===== src/rom_consts.vh =====
`ifndef ROM_CONSTS_VH
`define ROM_CONSTS_VH

// Clock period and on-time step, in ns
`define ROM_CLK_NS          100
`define ROM_STEP_NS         10
// Dead interval and blanking interval, in ns
`define ROM_DEAD_NS         500
`define ROM_BLANK_NS        300
`define ROM_DEAD_CYC        ((`ROM_DEAD_NS + `ROM_CLK_NS - 1) / `ROM_CLK_NS)
`define ROM_BLANK_CYC       ((`ROM_BLANK_NS + `ROM_CLK_NS - 1) / `ROM_CLK_NS)
// On-time counter steps per clock cycle
`define ROM_STEPS_PER_CYC   (`ROM_CLK_NS / `ROM_STEP_NS)

// APB register byte offsets
`define ROM_REG_CTRL        12'h000
`define ROM_REG_STATUS      12'h004
`define ROM_REG_ONTIME      12'h008

// Control register fields
`define ROM_CTRL_RUN        0
`define ROM_CTRL_SOFTSTART  1
`define ROM_CTRL_PROTECT    2
`define ROM_CTRL_SELFSUP    3
`define ROM_CTRL_RESET      4'h0

// Status register fields
`define ROM_ST_HIGH         0
`define ROM_ST_LOW          1
`define ROM_ST_DEAD         2
`define ROM_ST_REPLAY       3
`define ROM_ST_BULK         4
`define ROM_ST_ENOUT        5
`define ROM_ST_FF           6

`endif


===== src/rom_core.v =====
// Summary of operation
// - High side turns on only after a complete dead interval following low-side off.
// - On-time counter counts up in 10 ns steps until comparator trips.
// - Comparator trip turns high side off and inserts dead interval before low side.
// - Low side counts stored on-time down to zero, matching high-side on-time.
// - Down count at zero turns low side off and starts a new dead interval.
// - Comparator output ignored during blanking interval after high-side turn-on.
// - Comparator stuck active across cycles: replay last valid on-time until recovery.
// - During startup the soft-start output replaces the scaled feedback set point.
// - Feedforward current source enabled only while bulk voltage good is high.
// - Front-stage enable output pulled low before controller startup.
// - Front-stage enable output pulled low in protection with self-supply mode.
// - Active state releases pull-down and closes the current-limited bypass switch.
// - Bulk voltage good high only when above brown-out threshold and run allowed.
//
// The implementer's own choices: the APB interface to the registers and the address map.
`timescale 1ns/1ps
`default_nettype none
`include "rom_consts.vh"

module rom_core #(
  parameter CNT_W = 16
) (
  input  wire              pclk,
  input  wire              presetn,
  input  wire              psel,
  input  wire              penable,
  input  wire              pwrite,
  input  wire [11:0]       paddr,
  input  wire [31:0]       pwdata,
  output reg  [31:0]       prdata,
  output reg               pready,
  output reg               pslverr,
  input  wire              ontime_cmp,
  input  wire              bulk_above_bo,
  output reg               high_side_on,
  output reg               low_side_on,
  output reg               softstart_select,
  output reg               feedforward_current_en,
  output reg               bulk_voltage_good,
  output reg               enable_output_pulldown,
  output reg               enable_output_bypass
);

  localparam [3:0] ST_IDLE = 4'b0001;
  localparam [3:0] ST_DEAD = 4'b0010;
  localparam [3:0] ST_HIGH = 4'b0100;
  localparam [3:0] ST_LOW  = 4'b1000;

  localparam [CNT_W-1:0] CNT_MAX  = {CNT_W{1'b1}};
  localparam [31:0]      STEP_32  = `ROM_STEPS_PER_CYC;
  localparam [CNT_W-1:0] STEP     = STEP_32[CNT_W-1:0];

  localparam [31:0]      DEAD_32  = `ROM_DEAD_CYC;
  localparam [31:0]      BLK_32   = `ROM_BLANK_CYC;

  // Loaded one short: the timer also spends a cycle at zero
  localparam [7:0]       DEAD_CYC = DEAD_32[7:0] - 8'h01;
  localparam [7:0]       BLK_CYC  = BLK_32[7:0];

  reg  [3:0]       state;
  reg  [3:0]       next_state;
  reg  [CNT_W-1:0] ontime;
  reg  [CNT_W-1:0] next_ontime;
  reg  [CNT_W-1:0] last_valid;
  reg  [CNT_W-1:0] next_last_valid;
  reg  [7:0]       timer;
  reg  [7:0]       next_timer;
  reg              replay;
  reg              next_replay;
  reg              trip_seen;
  reg              next_trip_seen;
  reg  [3:0]       ctrl;
  wire             run;
  wire             protect_ss;
  wire             active;
  wire             cmp_valid;
  wire             wr_en;
  wire             rd_en;

  wire             addr_ctrl;
  wire             addr_status;
  wire             addr_ontime;
  wire             addr_hit;

  wire [31:0]      status_word;
  wire [31:0]      ctrl_word;
  wire [31:0]      ontime_word;

  reg  [31:0]      next_prdata;
  reg              next_pslverr;
  reg              next_pready;
  reg  [3:0]       next_ctrl;

  reg              next_high_side_on;
  reg              next_low_side_on;
  reg              next_bulk_good;
  reg              next_pulldown;
  reg              next_bypass;

  assign run        = ctrl[`ROM_CTRL_RUN];
  assign protect_ss = ctrl[`ROM_CTRL_PROTECT] & ctrl[`ROM_CTRL_SELFSUP];
  assign active     = run & bulk_voltage_good & ~protect_ss;
  // Comparator ignored while blanking runs
  assign cmp_valid  = ontime_cmp & (timer == 8'h00);
  assign wr_en      = psel & penable & pwrite & ~pready;
  assign rd_en      = psel & penable & ~pwrite & ~pready;

  // Status word, one field per bit, upper bits read as zero
  assign status_word[`ROM_ST_HIGH]   = high_side_on;
  assign status_word[`ROM_ST_LOW]    = low_side_on;
  assign status_word[`ROM_ST_DEAD]   = state[1];
  assign status_word[`ROM_ST_REPLAY] = replay;
  assign status_word[`ROM_ST_BULK]   = bulk_voltage_good;
  assign status_word[`ROM_ST_ENOUT]  = enable_output_bypass;
  assign status_word[`ROM_ST_FF]     = feedforward_current_en;
  assign status_word[31:7]           = 25'h0000000;

  assign ctrl_word   = {28'h0000000, ctrl};
  assign ontime_word = {{(32-CNT_W){1'b0}}, last_valid};

  // Register decode
  assign addr_ctrl   = (paddr == `ROM_REG_CTRL);
  assign addr_status = (paddr == `ROM_REG_STATUS);
  assign addr_ontime = (paddr == `ROM_REG_ONTIME);
  assign addr_hit    = addr_ctrl | addr_status | addr_ontime;

  // Switching sequence
  always @* begin
    next_state      = state;
    next_ontime     = ontime;
    next_last_valid = last_valid;
    next_timer      = (timer != 8'h00) ? timer - 8'h01 : 8'h00;
    next_replay     = replay;
    next_trip_seen  = trip_seen;
    case (state)
      ST_IDLE: begin
        next_ontime = {CNT_W{1'b0}};
        if (active) begin
          next_state = ST_DEAD;
          next_timer = DEAD_CYC;
        end
      end
      ST_DEAD: begin
        if (!active) begin
          next_state = ST_IDLE;
        end else if (timer == 8'h00) begin
          if (trip_seen) begin
            next_state = ST_LOW;
          end else begin
            // High side only once the dead interval is over
            next_state     = ST_HIGH;
            next_timer     = BLK_CYC;
            next_ontime    = {CNT_W{1'b0}};
            // Comparator already active at turn-on means a stuck cycle
            next_replay    = ontime_cmp & (last_valid != {CNT_W{1'b0}});
          end
        end
      end
      ST_HIGH: begin
        if (!active) begin
          next_state = ST_IDLE;
        end else if (replay) begin
          if (ontime >= last_valid) begin
            next_state     = ST_DEAD;
            next_timer     = DEAD_CYC;
            next_trip_seen = 1'b1;
          end else if (CNT_MAX - ontime < STEP) begin
            next_ontime = CNT_MAX;
          end else begin
            next_ontime = ontime + STEP;
          end
        end else if (cmp_valid) begin
          next_state      = ST_DEAD;
          next_timer      = DEAD_CYC;
          next_trip_seen  = 1'b1;
          next_last_valid = ontime;
        end else if (CNT_MAX - ontime < STEP) begin
          next_ontime = CNT_MAX;
        end else begin
          next_ontime = ontime + STEP;
        end
      end
      ST_LOW: begin
        next_trip_seen = 1'b0;
        if (!active) begin
          next_state = ST_IDLE;
        end else if (ontime < STEP) begin
          next_ontime = {CNT_W{1'b0}};
          next_state  = ST_DEAD;
          next_timer  = DEAD_CYC;
        end else begin
          next_ontime = ontime - STEP;
        end
      end
      default: begin
        next_state = ST_IDLE;
      end
    endcase
    if (next_state == ST_IDLE) begin
      next_trip_seen = 1'b0;
      next_replay    = 1'b0;
    end
  end

  always @(posedge pclk or negedge presetn) begin
    if (!presetn) begin
      state      <= ST_IDLE;
      ontime     <= {CNT_W{1'b0}};
      last_valid <= {CNT_W{1'b0}};
      timer      <= 8'h00;
      replay     <= 1'b0;
      trip_seen  <= 1'b0;
    end else begin
      state      <= next_state;
      ontime     <= next_ontime;
      last_valid <= next_last_valid;
      timer      <= next_timer;
      replay     <= next_replay;
      trip_seen  <= next_trip_seen;
    end
  end

  // Next values of the pin drives
  always @* begin
    next_high_side_on = (next_state == ST_HIGH);
    next_low_side_on  = (next_state == ST_LOW);
    next_bulk_good    = bulk_above_bo & run;

    if (!active) begin
      // Pulled low before startup and in protection with self-supply
      next_pulldown = 1'b1;
      next_bypass   = 1'b0;
    end else begin
      next_pulldown = 1'b0;
      next_bypass   = 1'b1;
    end
  end

  // Switch drives and front-stage control
  always @(posedge pclk or negedge presetn) begin
    if (!presetn) begin
      high_side_on           <= 1'b0;
      low_side_on            <= 1'b0;
      softstart_select       <= 1'b0;
      feedforward_current_en <= 1'b0;
      bulk_voltage_good      <= 1'b0;
      enable_output_pulldown <= 1'b1;
      enable_output_bypass   <= 1'b0;
    end else begin
      high_side_on           <= next_high_side_on;
      low_side_on            <= next_low_side_on;
      softstart_select       <= ctrl[`ROM_CTRL_SOFTSTART];

      bulk_voltage_good      <= next_bulk_good;
      // Same gate as the bulk-good flag so both move together
      feedforward_current_en <= next_bulk_good;

      enable_output_pulldown <= next_pulldown;
      enable_output_bypass   <= next_bypass;
    end
  end

  // APB slave, one wait state: taken in the first access cycle
  always @* begin
    next_pready  = psel & penable & ~pready;
    next_pslverr = 1'b0;
    next_prdata  = 32'h00000000;
    next_ctrl    = ctrl;

    if (wr_en) begin
      if (addr_ctrl) begin
        next_ctrl[`ROM_CTRL_RUN]       = pwdata[`ROM_CTRL_RUN];
        next_ctrl[`ROM_CTRL_SOFTSTART] = pwdata[`ROM_CTRL_SOFTSTART];
        next_ctrl[`ROM_CTRL_PROTECT]   = pwdata[`ROM_CTRL_PROTECT];
        next_ctrl[`ROM_CTRL_SELFSUP]   = pwdata[`ROM_CTRL_SELFSUP];
      end
      // Writes to read-only words are ignored without error
      next_pslverr = ~addr_hit;
    end

    if (rd_en) begin
      case (paddr)
        `ROM_REG_CTRL: begin
          next_prdata = ctrl_word;
        end

        `ROM_REG_STATUS: begin
          next_prdata = status_word;
        end

        `ROM_REG_ONTIME: begin
          next_prdata = ontime_word;
        end

        default: begin
          next_pslverr = 1'b1;
        end
      endcase
    end
  end

  always @(posedge pclk or negedge presetn) begin
    if (!presetn) begin
      ctrl    <= `ROM_CTRL_RESET;
      prdata  <= 32'h00000000;
      pready  <= 1'b0;
      pslverr <= 1'b0;
    end else begin
      ctrl    <= next_ctrl;
      prdata  <= next_prdata;
      pready  <= next_pready;
      pslverr <= next_pslverr;
    end
  end

endmodule

`default_nettype wire


===== config.mk =====
export PLATFORM = sky130hd
export DESIGN_NAME = rom_core
export DESIGN_NICKNAME = d
export VERILOG_FILES = /design/src/rom_core.v
export VERILOG_INCLUDE_DIRS = /design/src
export SDC_FILE = /design/constraint.sdc
export NUM_CORES = 1
export LEC_CHECK = 0
export BUFFER_PORTS_ARGS = -buffer_cell sky130_fd_sc_hd__buf_2
export CAP_MARGIN = 10
export CORE_MARGIN = 2
export CORE_UTILIZATION = 52
export CTS_CLUSTER_DIAMETER = 60
export DETAILED_ROUTE_END_ITERATION = 6
export PLACE_DENSITY = 0.83
export REMOVE_ABC_BUFFERS = 1
export SLEW_MARGIN = 10
export SYNTH_ARGS = -nofsm -noshare
export SYNTH_HDL_FRONTEND = slang
export SYNTH_SLANG_ARGS = --single-unit

===== constraint.sdc =====
create_clock -name pclk -period 7.55 [get_ports pclk]
set_input_delay 1.51 -clock pclk [delete_from_list [all_inputs] [get_ports pclk]]
set_output_delay 1.51 -clock pclk [all_outputs]
set_load 0.02 [all_outputs]

==> results.md, run 1 <==
- The flow ran to the end, and the final reports show no timing, DRC or antenna violations.
- The first global-routing pass estimated 15,240 microns of wire.
- In this run, CTS created clock tree buffers numbering 9.
- The share of layout cells above drive strength 1 is 0.1556.
- In the routed layout, each cell is associated on average with a via count of 5.793.
- The worst hold path terminates at softstart_select$_DFF_PN0_.
- The post-route fraction of the period consumed by the critical path is 0.4718.
- Setup slack closes at 3.988 ns.
- TritonCTS built the clock tree.
- For the worst setup path, the data arrival time is 3.85 ns.
- The reg-to-reg startpoint is timer[0]$_DFF_PN0_.
- After synthesis the netlist holds a flip-flop and latch count of 74.
- Setup violations remaining at the end of the flow were counted as 0.
- The synthesis-to-finish area growth is 9.633%.
- The number of max-slew violations in the final report came to 0.
- The number of antenna violations at the first check in global routing is 0.
- After floorplanning, the core was divided into 33 placement rows.
- Traced cell by cell, the critical path runs through inv_1, ha_1, or3b_4, or3b_4, or4_4, o21a_1, a211o_1, nor4_1, o32a_1.
- In this run the standard cell core region covers 0.008134 sq mm.
- The clock reaches the later pin of the worst-skew pair after 0.36 ns.
- Entering global routing, the biggest net connects 75 pins.
- Synthesis produced just under 500 cells.
- The type of the worst setup path is register to register.
- In this run the worst hold path is classified as register to register.
- Of the total power, the clock network draws 0.366.
- In this run the remaining antenna-violating nets after routing total 0.
- The share of synthesized flip-flops with an asynchronous set or reset is 1.000.
- The final-report hold violation count is 0.
- The Yosys warning count is 0.
- After clock tree synthesis, the clock-pin slew on the worst setup and hold paths is ~0.08 ns.
- The worst path in the final design needs a cycle of 3.562 ns, including I/O delays and setup.
- The total clock sinks is 74.
- The family with the most delay on the worst path is simple AND/OR/NAND/NOR gates.
- The repair_antennas step left the layout with diodes totalling 0.
- The slowest library cell on the worst path is a211o_1.
- The H-tree level count is 3.
- The buffers plus inverters on the worst setup path is 1.
- At the pin with the least slew margin, the transition time is a little over 1 ns.
- Pin placement for this block handled 92 I/O pins.
- The cell seen most often among critical-path stages is or3b_4.
- The static leakage is approximately 2.2 nW.
- The netlist area before placement is 0.004299 sq mm.
- The reg-to-reg setup timing slack is about 4.0 ns.
- The clock tree root buffer cell is clkbuf_8.
- The total congestion overflow is 0.
- The DRC violation count after routing is 0.
- The sum of negative setup slack is 0 ns.
- For this block, the routed nets add up to 9400 microns of wire.
- The library cells used most frequently in the layout, excluding fill and tap cells, are 72 x dfrtp_1, 52 x nand2_1, 47 x buf_2.
- The relative slew slack is 0.3206.
- The first detailed-routing pass ran for 7 iterations.
- The worst reg-to-reg path cell count is 9.
- Setup repair after global routing left no endpoint under its margin.
- For the worst setup path, the data required time is approximately 7.8 ns.
- From left edge to right edge, the die measures 94.93 microns.
- Sorting the synthesized cells by area gives the leading types as dfrtp_1 42%, ha_1 5.5%, o21ai_0 5.1%.
- The max-capacitance violation count is 0.
- The number of synthesized flops with an enable pin is 0.
- The share of synthesized area occupied by flip-flops and latches is 0.4313.
- The share of the synthesized area in the top cell type is 0.4191.
- The average wire per cell in the routed design is 14.87 microns.
- The number of design-rule violations left by the first detailed-router iteration is 438.
- Counting instances, the worst hold path has a depth of 0.
- The type of element capturing the critical path is a register.
- For this design, the CTS-stage hold fixing added 0 buffers.
- Summed over all nets, the switching power comes to 0.2255 mW.
- The per-instance average area after synthesis is about 9 sq um.
- The number of unique standard cell types used by synthesis is between 50 and 60.
- The floorplan die area is 0.009011 sq mm.
- On the final layout, the worst clock skew is 0.008565 ns.
- The worst slack at placement is ~3.8 ns.
- The net switching share of the total power is 0.2676.
- For this configuration, the core starts out at a cell density of 0.5285.
- The share of total power dissipated in combinational logic is 0.114.
- The congestion estimate from routability-driven global placement came to between 0.9 and 1.
- The most used flip-flop cell after synthesis is dfrtp_1.
- The worst setup path is launched from a register.
- After legalization and detailed placement, the total HPWL measured around 6600 microns.
- The via count is 3,661.
- The total global routing track utilization is 0.2141.
- The number of global-route vias before repair is 3,406.
- The library cell used most frequently in the layout, excluding fill and tap cells, is dfrtp_1.
- The delay of the slowest cell on the worst path is 0.59 ns.
- The post-synthesis cell type with the largest combined area is dfrtp_1.
- The beginning of the worst hold path is ctrl[1]$_DFFE_PN0P_.
- Buffers added to address setup during post-CTS repair amount to 0.
- The count of cells resized by post-cts repair is 0.
- Derived from the worst setup path, the maximum achievable clock frequency is between 0.2 and 0.3 GHz.
- In this run the power density over the cells is 178.8 mW/mm^2.
- The capture point of the worst reg-to-reg path is ontime[0]$_DFFE_PN0P_.
- The final standard cell utilization of the core is 0.5794.
- The number of buffers inserted by port buffering is 47.
- The maximum clock path buffer count is 2.
- The y dimension of the die is roughly 95 microns.
- The design internal power is 0.6171 mW.
- The final net count is 592.
- The proportion of power drawn by flip-flops and latches is 0.519.
- The maximum fanout encountered on the critical timing path is 29.
- The peak ir drop on the vdd network is 0.09846 mV.
power by group through the flow:
stage,registers (mW),clock network [mW],logic [mW]
2_1_floorplan,0.443,0,0.0708
3_3_place_gp,0.444,0,0.0935
3_5_place_dp,0.445,0,0.0964
4_1_cts,0.437,0.312,0.0973
5_1_grt,0.442,0.329,0.108
6_report,0.438,0.309,0.0963
registers in the layout (all words and copies together), names as in the netlist, 4 cells and up:
register and flops:
ctrl 4, state 4, last_valid 16, ontime 16, timer 8, prdata 16
final cells by class:
type,instances,area (sq um)
clock buffers,10,127.6
fillers,697,3421
clock inverters,6,65.06
well taps,105,131.4
inverters,25,93.84
flip-flops and latches,74,1854
repair buffers,51,265.3
multi-input cells,361,2176
Yosys cell counts (3+ instances only):
| cell type | instances |
|---|---|
| nor3_1 | 23 |
| nor3b_1 | 4 |
| o22ai_1 | 3 |
| or3_1 | 3 |
| inv_1 | 25 |
| nand2_1 | 52 |
| and2_1 | 15 |
| o32a_1 | 3 |
| mux2i_1 | 6 |
| buf_4 | 17 |
| nand4_1 | 7 |
| dfrtp_1 | 72 |
| o31ai_1 | 5 |
| nor2_1 | 45 |
| o21ai_0 | 44 |
| a21oi_1 | 23 |
| clkbuf_1 | 26 |
| nand3_1 | 9 |
| ha_1 | 19 |
| mux2_2 | 6 |
| nor4_1 | 11 |
| a31oi_1 | 6 |
| xnor2_1 | 8 |
| nor2b_1 | 11 |
through the flow:
stage | instances | instance area, sq um | total power [mW] | hold slack, ns
final | 632 | 4713 | 0.8426 | 0.3985
after global routing | 632 | 4713 | 0.8789 | 0.4090
after CTS | 632 | 4713 | 0.8464 | 0.4020
after detailed placement | 616 | 4521 | 0.5416 | 0.3826
after global placement | 616 | 4521 | 0.5378 | 0.3875
after floorplan | 460 | 4119 | 0.5135 | 0.3696
cell families (layout without fill, tap and decap cells):
logic type      count (synthesis)  count (layout)  share of synthesized area
simple gates                  189             189                     0.2148
compound gates                115             115                     0.1708
flops                          74              74                     0.4313
buf+inv                        69              92                    0.07683
fa+ha+maj                      19              19                    0.05530
mux                            12              12                    0.02969
xor+xnor                       10              10                    0.02037
other cells                     1              16                  0.0008723
metal layers:
layer,part of all wire,track usage,up-vias
li1,-,-,1770
met1,0.43,0.2770,1722
met2,0.49,0.3517,147
met3,0.060,0.03192,22
met4,0.024,0.1027,0
met5,0,0,-
how the worst max path moves through the flow:
stage / startpoint / endpoint / depth (start not counted)
after global routing: timer[0]$_DFF_PN0_ / ontime[0]$_DFFE_PN0P_ / 9
after CTS: timer[0]$_DFF_PN0_ / ontime[0]$_DFFE_PN0P_ / 9
after global placement: paddr[7] / ctrl[3]$_DFFE_PN0P_ / 6
after detailed placement: paddr[7] / ctrl[0]$_DFFE_PN0P_ / 6
after floorplan: timer[0]$_DFF_PN0_ / last_valid[0]$_DFFE_PN0P_ / 7
final: timer[0]$_DFF_PN0_ / ontime[0]$_DFFE_PN0P_ / 9
No activity file was read; power rests on OpenSTA's default activity.
==> inputs of run 2 (changes only) <==
--- a/config.mk
+++ b/config.mk
@@ -6,13 +6,14 @@
 export SDC_FILE = /design/constraint.sdc
 export NUM_CORES = 1
 export LEC_CHECK = 0
+export ABC_AREA = 1
 export BUFFER_PORTS_ARGS = -buffer_cell sky130_fd_sc_hd__buf_2
 export CAP_MARGIN = 10
 export CORE_MARGIN = 2
 export CORE_UTILIZATION = 52
 export CTS_CLUSTER_DIAMETER = 60
 export DETAILED_ROUTE_END_ITERATION = 6
-export PLACE_DENSITY = 0.83
+export PLACE_DENSITY = 0.82
 export REMOVE_ABC_BUFFERS = 1
 export SLEW_MARGIN = 10
 export SYNTH_ARGS = -nofsm -noshare
==> constraint.sdc (replaced) <==
create_clock -name pclk -period 3.67 [get_ports pclk]
set_input_delay 0.734 -clock pclk [delete_from_list [all_inputs] [get_ports pclk]]
set_output_delay 0.734 -clock pclk [all_outputs]
set_load 0.02 [all_outputs]
==> run 2 against run 1 <==
Effect of this change:
- the run now ends with DRC left
- sequential share of layout area shrank 4.2 points
- first-iteration DRC count shrank 8.4%
- sequential power grew 110%
- non-clock buffer count shrank 3
- critical endpoint is now ontime[1]$_DFFE_PN0P_
==> results.md, run 2 <==
- The total congestion overflow is 0.
- After synthesis, the most frequently instantiated cells are 189 x nand2_1, 85 x inv_1, 72 x dfrtp_1.
- The total power divided by cell area is around 340 mW/mm^2.
- The proportion of power drawn by flip-flops and latches is 0.508.
- CTS saw 74 sinks.
- The largest registers in the layout are last_valid (16), ontime (16), prdata (16).
- OpenSTA, run right after detailed placement, puts the worst setup slack at 1.211 ns.
- The most used standard cell by instance count after synthesis is nand2_1.
- The number of standard cells after synthesis is 669.
- The post-route fraction of the period consumed by the critical path is 0.6917.
- The final net count is between 700 and 800.
- The type of the worst setup path is register to register.
- dfrtp_1 takes more of the synthesized area than any other cell.
- STA puts the critical path data required time at 3.92 ns.
- After synthesis, the netlist uses 39 different library cells.
- Routability-driven placement finished with a final weighted congestion of 0.9867.
- Counting flops with an async set or reset pin after synthesis yields a share of 1.000.
- Relative to the synthesized area, the layout overhead comes to 8.028%.
- The number of antenna violations at the first check in global routing is 0.
- The detailed router placed 4,507 vias in this run.
- Summed over all failing endpoints, the final setup total negative slack is 0 ns.
- In the layout the commonest cells are 189 x nand2_1, 85 x inv_1, 72 x dfrtp_1.
- Of the cells placed in the final design, the portion with a size suffix greater than 1 is 0.1445.
- Of the post-synthesis cell area, the dominant cell type holds 0.3693.
- In this design, the largest share of critical-path delay is due to simple AND/OR/NAND/NOR gates.
- In this run, synthesis inferred 0 flip-flops with an integrated enable.
- The highest routing layer actually used is met4.
- In this run the deepest clock path goes through 2 buffers.
- The clock tree root buffer cell is clkbuf_8.
- After synthesis the cells add up to 0.004878 sq mm.
- Once routing completed, OpenROAD measured the worst setup slack at between 1 and 1.5 ns.
- The share of the Yosys chip area taken by registers is 0.3801.
- The switching component of the power is approximately 0.52 mW.
- The number of max-slew violations in the final report came to 0.
- The Yosys warning count is 0.
- In this run the critical register-to-register path is launched from ontime[15]$_DFFE_PN0P_.
- For this block, wires on met1 add up to 4919 microns.
- The floorplan step defined a die boundary enclosing 0.01017 sq mm.
- For this run, the total global-route usage over all layers was measured as 0.2304.
- Sorting the synthesized cells by area gives the leading types as dfrtp_1 37%, nand2_1 15%, inv_1 6.5%.
- The signal on the critical path passes through ha_1, a21oi_1, o21ai_0, nor2_1, nand2_1, nand3_2, nand3_4, nand2_1, nand2_1.
- The arrival time reported for the critical path endpoint is 2.79 ns.
- The first global-routing pass estimated between 15,000 and 20,000 microns of wire.
- The per-instance average area after synthesis is 7.292 sq um.
- For the final database, setup skew stands at 0.01759 ns.
- The number of setup buffers added after CTS is 0.
- The average wire per cell in the routed design is between 10 and 15 microns.
- The worst hold path begins at ctrl[1]$_DFFE_PN0P_.
- The filler cells instantiated in the layout total 841.
- Of the total power, the share spent switching nets is 0.2953.
- The worst hold path endpoint is softstart_select$_DFF_PN0_.
- The number of cells on the worst hold path is 0.
- The worst-skew pair later-pin latency is 0.36 ns.
- The final-report hold violation count came to 0.
- The shortest clock period the worst path allows after layout is 2.539 ns.
- The type of element capturing the critical path is a register.
- The number of global-route vias before repair was 4,117.
- Counting flops and latches in the post-synthesis netlist gives 74.
- Dividing the detail-routed via count by the number of cells gives ~5.5.
- The static leakage is approximately 2.8 nW.
- The number of design-rule violations left by the first detailed-router iteration is 401.
- The repair_antennas step left the layout with diodes totalling 0.
- During I/O placement, the number of pins put on the boundary was a little over 90.
- The relative slew slack is 0.3867.
- Across all hold checks on the routed design, the worst slack comes to just under 0.4 ns.
- On the worst path, the slowest cell contributes a delay of 0.48 ns.
- The DRC violation count after routing is 2.
- After clock tree synthesis, the clock-pin slew on the worst setup and hold paths is 0.08 ns.
- The predominant post-synthesis flop cell is dfrtp_1.
- The slowest library cell on the worst path is dfrtp_1.
- Based on the critical path, the design can be clocked at up to 0.3939 GHz.
- The flow ran to the end, but the final reports show violations.
- Of the total power, combinational logic draws 0.160.
- The final standard cell utilization of the core is 0.5758.
- The worst reg-to-reg path cell count is 9.
- The buffers plus inverters on the worst setup path is 0.
- The HPWL after detailed placement is 8217 microns.
- Summed over all layers, the routed wires come to 11,320 microns.
- The checks that failed: DRC.
- The detailed route wirelength on metal3 is 651 microns.
- The number of nets with antenna violations after detailed routing is 0.
- The number of buffers added by the clock tree synthesis step is 9.
- Setup repair after global routing left no endpoint under its margin.
- The maximum number of pins on one net before global-route repair is 75.
- Post-CTS repair changed the size of 0 cells.
- The starting density of the core is 0.5330.
- The CTS tree is done.
- At the pin with the least slew margin, the transition time is 0.9199 ns.
- During placement, the flow inserted port buffers numbering 47.
- The total number of placement rows is 35.
- The library cell used most frequently in the layout, excluding fill and tap cells, is nand2_1.
- The reg-to-reg setup timing slack is 1.13 ns.
- The number of hold buffers added after CTS was 0.
- The critical path launch point type is a register.
- The share of total power dissipated in the clock network is 0.332.
- The worst min-delay path category is register to register.
- The number of detailed-route iterations in the first pass is 7.
- The endpoint identified for the worst register-to-register timing path is ontime[1]$_DFFE_PN0P_.
- In the detailed route, the total length drawn on met2 is about 5500 microns.
- The worst-case IR drop observed on VDD is 0.1927 mV.
- Of all nets on the critical path, the largest fanout is 19.
- Max-cap violations in this run came to 0.
- The core region is 0.009153 sq mm.
- The floorplan step set the die height to 100.9 microns.
- The design internal power is between 1 and 1.5 mW.
- The cell seen most often among critical-path stages is nand2_1.
- The H-tree level count is 3.
- In this run the horizontal extent of the chip is 100.9 microns.
- Setup violations remaining at the end of the flow were counted as 0.
==> run 2: cell types whose count changed after synthesis, sizes merged, moves of 14 or more <==
cell / delta
a21oi: -14
clkbuf: -22
nand4: +18
nor2: +29
nand2: +146
and2: -15
inv: +64
nand3: +44
==> run 2: final cells by class <==
type                    instances  area [sq um]  area share
clock inverters                 4         26.28    0.004986
well taps                     111         138.9     0.02635
repair buffers                 48         245.2     0.04653
flip-flops and latches         74          1854      0.3519
multi-input cells             487          2520      0.4782
inverters                      89         334.1     0.06339
clock buffers                  11         151.4     0.02873
==> run 2: how the worst max path moves through the flow <==
| stage | slack (ns) | endpoint | cells past startpoint | start |
|---|---|---|---|---|
| after floorplan | 1.53 | last_valid[11]$_DFFE_PN0P_ | 6 | timer[0]$_DFF_PN0_ |
| after global placement | 1.33 | ontime[10]$_DFFE_PN0P_ | 9 | ontime[15]$_DFFE_PN0P_ |
| after detailed placement | 1.21 | ontime[1]$_DFFE_PN0P_ | 9 | ontime[15]$_DFFE_PN0P_ |
| after CTS | 1.19 | ontime[1]$_DFFE_PN0P_ | 9 | ontime[15]$_DFFE_PN0P_ |
| after global routing | 0.94 | ontime[3]$_DFFE_PN0P_ | 9 | ontime[13]$_DFFE_PN0P_ |
| final | 1.13 | ontime[1]$_DFFE_PN0P_ | 9 | ontime[15]$_DFFE_PN0P_ |
==> run 2: through the flow <==
stage               instances  cell area (sq um)  total power [mW]
floorplan                 650               4708             1.126
global placement          809               5092             1.183
detailed placement        809               5092             1.199
CTS                       824               5270             1.787
global route              824               5270             1.865
finish                    824               5270             1.774
==> run 2: power by group through the flow <==
stage | registers, mW | logic (mW) | clock network [mW]
2_1_floorplan | 0.913 | 0.214 | 0
3_3_place_gp | 0.914 | 0.269 | 0
4_1_cts | 0.902 | 0.285 | 0.601
3_5_place_dp | 0.917 | 0.282 | 0
5_1_grt | 0.907 | 0.323 | 0.635
6_report | 0.901 | 0.283 | 0.589
==> run 2: cell families (layout without fill, tap and decap cells) <==
group / count (synthesis) / count (layout) / synth area share
flops: 74 / 74 / 0.3801
xor+xnor: 16 / 16 / 0.02873
simple gates: 368 / 368 / 0.3462
fa+ha+maj: 19 / 19 / 0.04873
compound gates: 68 / 68 / 0.08053
other cells: 1 / 16 / 0.0007687
buf+inv: 123 / 152 / 0.1149
==> run 2: per-layer routing <==
| metal | GRT usage | up-vias |
|---|---|---|
| li1 | - | 2194 |
| met1 | 0.2817 | 2096 |
| met2 | 0.4005 | 186 |
| met3 | 0.04646 | 31 |
| met4 | 0.08535 | 0 |
| met5 | 0 | - |
==> inputs of run 3 (changes only) <==
--- a/config.mk
+++ b/config.mk
@@ -6,14 +6,14 @@
 export SDC_FILE = /design/constraint.sdc
 export NUM_CORES = 1
 export LEC_CHECK = 0
-export ABC_AREA = 1
+export ABC_AREA = 0
 export BUFFER_PORTS_ARGS = -buffer_cell sky130_fd_sc_hd__buf_2
 export CAP_MARGIN = 10
 export CORE_MARGIN = 2
 export CORE_UTILIZATION = 52
 export CTS_CLUSTER_DIAMETER = 60
 export DETAILED_ROUTE_END_ITERATION = 6
-export PLACE_DENSITY = 0.82
+export PLACE_DENSITY = 0.83
 export REMOVE_ABC_BUFFERS = 1
 export SLEW_MARGIN = 10
 export SYNTH_ARGS = -nofsm -noshare
==> constraint.sdc (replaced) <==
create_clock -name pclk -period 2.4 [get_ports pclk]
set_input_delay 0.48 -clock pclk [delete_from_list [all_inputs] [get_ports pclk]]
set_output_delay 0.48 -clock pclk [all_outputs]
set_load 0.02 [all_outputs]
==> run 3 against run 2 <==
Effect of this change:
- the run ends with DRC, setup timing left
- via count is 1.1% lower
- routed wire length is 17% higher
- largest cell class unchanged
- sequential share of layout area is 2.3 points lower
- combinational power is 87% higher
- first-iteration DRC count is 20% higher
- utilization is 12 points higher
- critical endpoint is now ontime[9]$_DFFE_PN0P_
- sequential power is 51% higher
- power is 56% higher
- design area is 7.0% higher
==> results.md, run 3 (synthesis gave the netlist of run 1 again) <==
- Setup repair after global routing could not meet its margin everywhere.
- The run finished, with violations left.
- At the pin with the least slew margin, the transition time is around 0.7 ns.
- Across the routed clock network, the largest skew measured is around 0.021 ns.
- The worst hold path belongs to the class input port to asynchronous set/reset pin.
- The routed design has 13,270 microns of wire.
- The clock passes through at most 2 buffers.
- In the layout the commonest cells are 83 x buf_4, 72 x dfrtp_1, 47 x nand2_1, 47 x buf_2, 45 x nor2_1.
- In the routed layout, each cell is associated on average with a via count of between 6 and 7.
- The internal portion of the total power is between 1.5 and 2 mW.
- The final reports fail on DRC, setup timing.
- The final weighted congestion of routability-driven global placement is 0.9609.
- The floorplan die area is 0.009011 sq mm.
- The number of design-rule violations left by the first detailed-router iteration is 483.
- The number of buffers added by the clock tree synthesis step is 9.
- The first global-routing pass estimated 18,460 microns of wire.
- The maximum frequency from static timing analysis is between 0.3 and 0.4 GHz.
- STA classifies the critical path endpoint as a register.
- Fill cells in the final layout number 544.
- The CTS tree is done.
- The capture point of the worst reg-to-reg path is ontime[9]$_DFFE_PN0P_.
- The most frequent standard cell in the layout excluding fill and tap cells is buf_4.
- The number of max-slew violations in the final report came to 0.
- The overall die width is 94.93 microns.
- Measured along the y axis, the die boundary spans about 95 microns.
- The most critical setup path has its startpoint at timer[1]$_DFF_PN0_.
- The critical path is of the register to register type.
- OpenSTA, run right after detailed placement, puts the worst setup slack at -0.6937 ns.
- Entering global routing, the biggest net connects 75 pins.
- The worst path in the final design needs a cycle of about 2.8 ns, including I/O delays and setup.
- The number of nets with antenna violations after detailed routing is 0.
- The total number of placement rows is 33.
- The power share of the clock group is 0.319.
- The final-report hold violation count is 0.
- The clock drives 74 sinks.
- The worst setup path is launched from a register.
- The worst register-to-register path has a setup slack of -0.43 ns.
- The switching component of the power is 0.7984 mW.
- The max-capacitance violation count is 0.
- The number of setup violations in the final report is 35.
- The number of antenna violations at the first check in global routing is 0.
- The total congestion overflow is 0.
- The starting density of the core is 0.5285.
- Relative to the synthesized area, the layout overhead comes to 31.14%.
- Pin placement for this block handled 92 I/O pins.
- Dividing the detail-routed wire length by the instance count gives around 18 microns.
- The worst-skew pair later-pin latency is about 0.36 ns.
- The number of antenna diodes in the final layout is 0.
- Input and output buffers added on the ports amount to 47.
- After floorplanning, the core was sized to cover 0.008134 sq mm.
- The HPWL after detailed placement is 8364 microns.
- The worst reg-to-reg path cell count is 10.
- The share of layout cells above drive strength 1 is 0.3306.
- The post-route fraction of the period consumed by the critical path is 1.178.
- The net switching share of the total power is 0.2881.
- The maximum fanout encountered on the critical timing path is 9.
- The via count is approximately 4.5k.
- The relative slew slack is 0.5378.
- The final net count is 679.
- Of the total power, combinational logic draws 0.191.
- The static leakage is around 2.7 nW.
- The largest registers in the layout are last_valid (16), ontime (16), prdata (16).
- For this run, design rule violations remaining after detail routing come to 2.
- The number of detailed-route iterations in the first pass is 7.
- The peak ir drop on the vdd network is roughly 0.32 mV.
- The H-tree was split into 3 levels.
- The number of global-route vias before repair is about 4.1k.
- The share of total power dissipated in sequential elements is 0.490.
- The total global routing track utilization is 0.2648.
- The final worst-path setup slack is -0.4267 ns.
- STA puts the critical path data arrival time at 3.05 ns.
- After clock tree synthesis, the clock-pin slew on the worst setup and hold paths is 0.08 ns.
- In this run the power density over the cells is 491.5 mW/mm^2.
- The data required time of the critical path is 2.63 ns.
- For this run, the share of the core covered by cells in the final layout is 0.6931.
- The worst register-to-register path begins at timer[1]$_DFF_PN0_.
- The clock tree root buffer cell is clkbuf_8.
[run 3: cell count changes in the layout (fill, tap and decap cells not counted), sizes merged, moves of 11 or more]
cell   delta
nand2   -146
buf      +89
inv      -64
nand3    -44
nor2     -29
nand4    -18
and2     +15
a21oi    +14
nor3     +12
xor2     -12
nor2b    +11
[run 3: layout make-up]
class / count / area, sq um / area share
inverters: 25 / 93.84 / 0.01664
multi-input cells: 362 / 2442 / 0.4332
clock inverters: 6 / 42.54 / 0.007545
well taps: 105 / 131.4 / 0.02330
clock buffers: 10 / 127.6 / 0.02264
flip-flops and latches: 74 / 1854 / 0.3289
repair buffers: 137 / 945.9 / 0.1678
[run 3: stage by stage]
stage	total power, mW	cell area, sq um	instances	hold slack, ns	TNS, ns
after floorplan	1.615	4119	460	0.1844	-25.76
after global routing	2.895	5638	719	0.1564	-8.746
final	2.771	5638	719	0.1477	-6.123
after detailed placement	1.826	5104	692	0.4083	-9.561
after global placement	1.802	5104	692	0.3860	-7.561
after CTS	2.673	5408	712	0.1671	-5.119
[run 3: worst max path at each step]
stage | endpoint | slack, ns
floorplan | last_valid[0]$_DFFE_PN0P_ | -1.23
global placement | ontime[2]$_DFFE_PN0P_ | -0.58
detailed placement | ontime[2]$_DFFE_PN0P_ | -0.69
CTS | ontime[0]$_DFFE_PN0P_ | -0.40
global route | ontime[9]$_DFFE_PN0P_ | -0.47
finish | ontime[9]$_DFFE_PN0P_ | -0.43
[run 3: timing repair]
item / in CTS / in global routing
setup buffers: 3 / 6
pin swaps: 15 / 9
hold buffers: 0 / 0
setup endpoints to repair: 37 / 45
resized for setup: 32 / 40
gates cloned: 1 / 1
endpoints found under the hold margin: 0 / 0
[run 3: worst max-delay path, stage by stage (launching register included)]
cell and delay [ns]:
dfrtp_1 0.40, inv_2 0.08, ha_4 0.13, or3b_4 0.37, or3b_4 0.38, or4_4 0.43
o21a_4 0.15, a211o_4 0.33, buf_6 0.16, a21oi_2 0.15, o22ai_1 0.10
[run 3: layer usage]
metal  wire length, microns  track usage
met3                   1022      0.05108
met4                    673       0.1280
met2                   6668       0.4663
met5                      0            0
met1                   4910       0.3078
[run 3: power groups by stage]
| stage | clock network [mW] | registers (mW) | logic (mW) |
|---|---|---|---|
| 3_5_place_dp | 0 | 1.38 | 0.447 |
| 4_1_cts | 0.862 | 1.35 | 0.456 |
| 2_1_floorplan | 0 | 1.39 | 0.223 |
| 6_report | 0.884 | 1.36 | 0.529 |
| 3_3_place_gp | 0 | 1.37 | 0.429 |
| 5_1_grt | 0.948 | 1.36 | 0.583 |
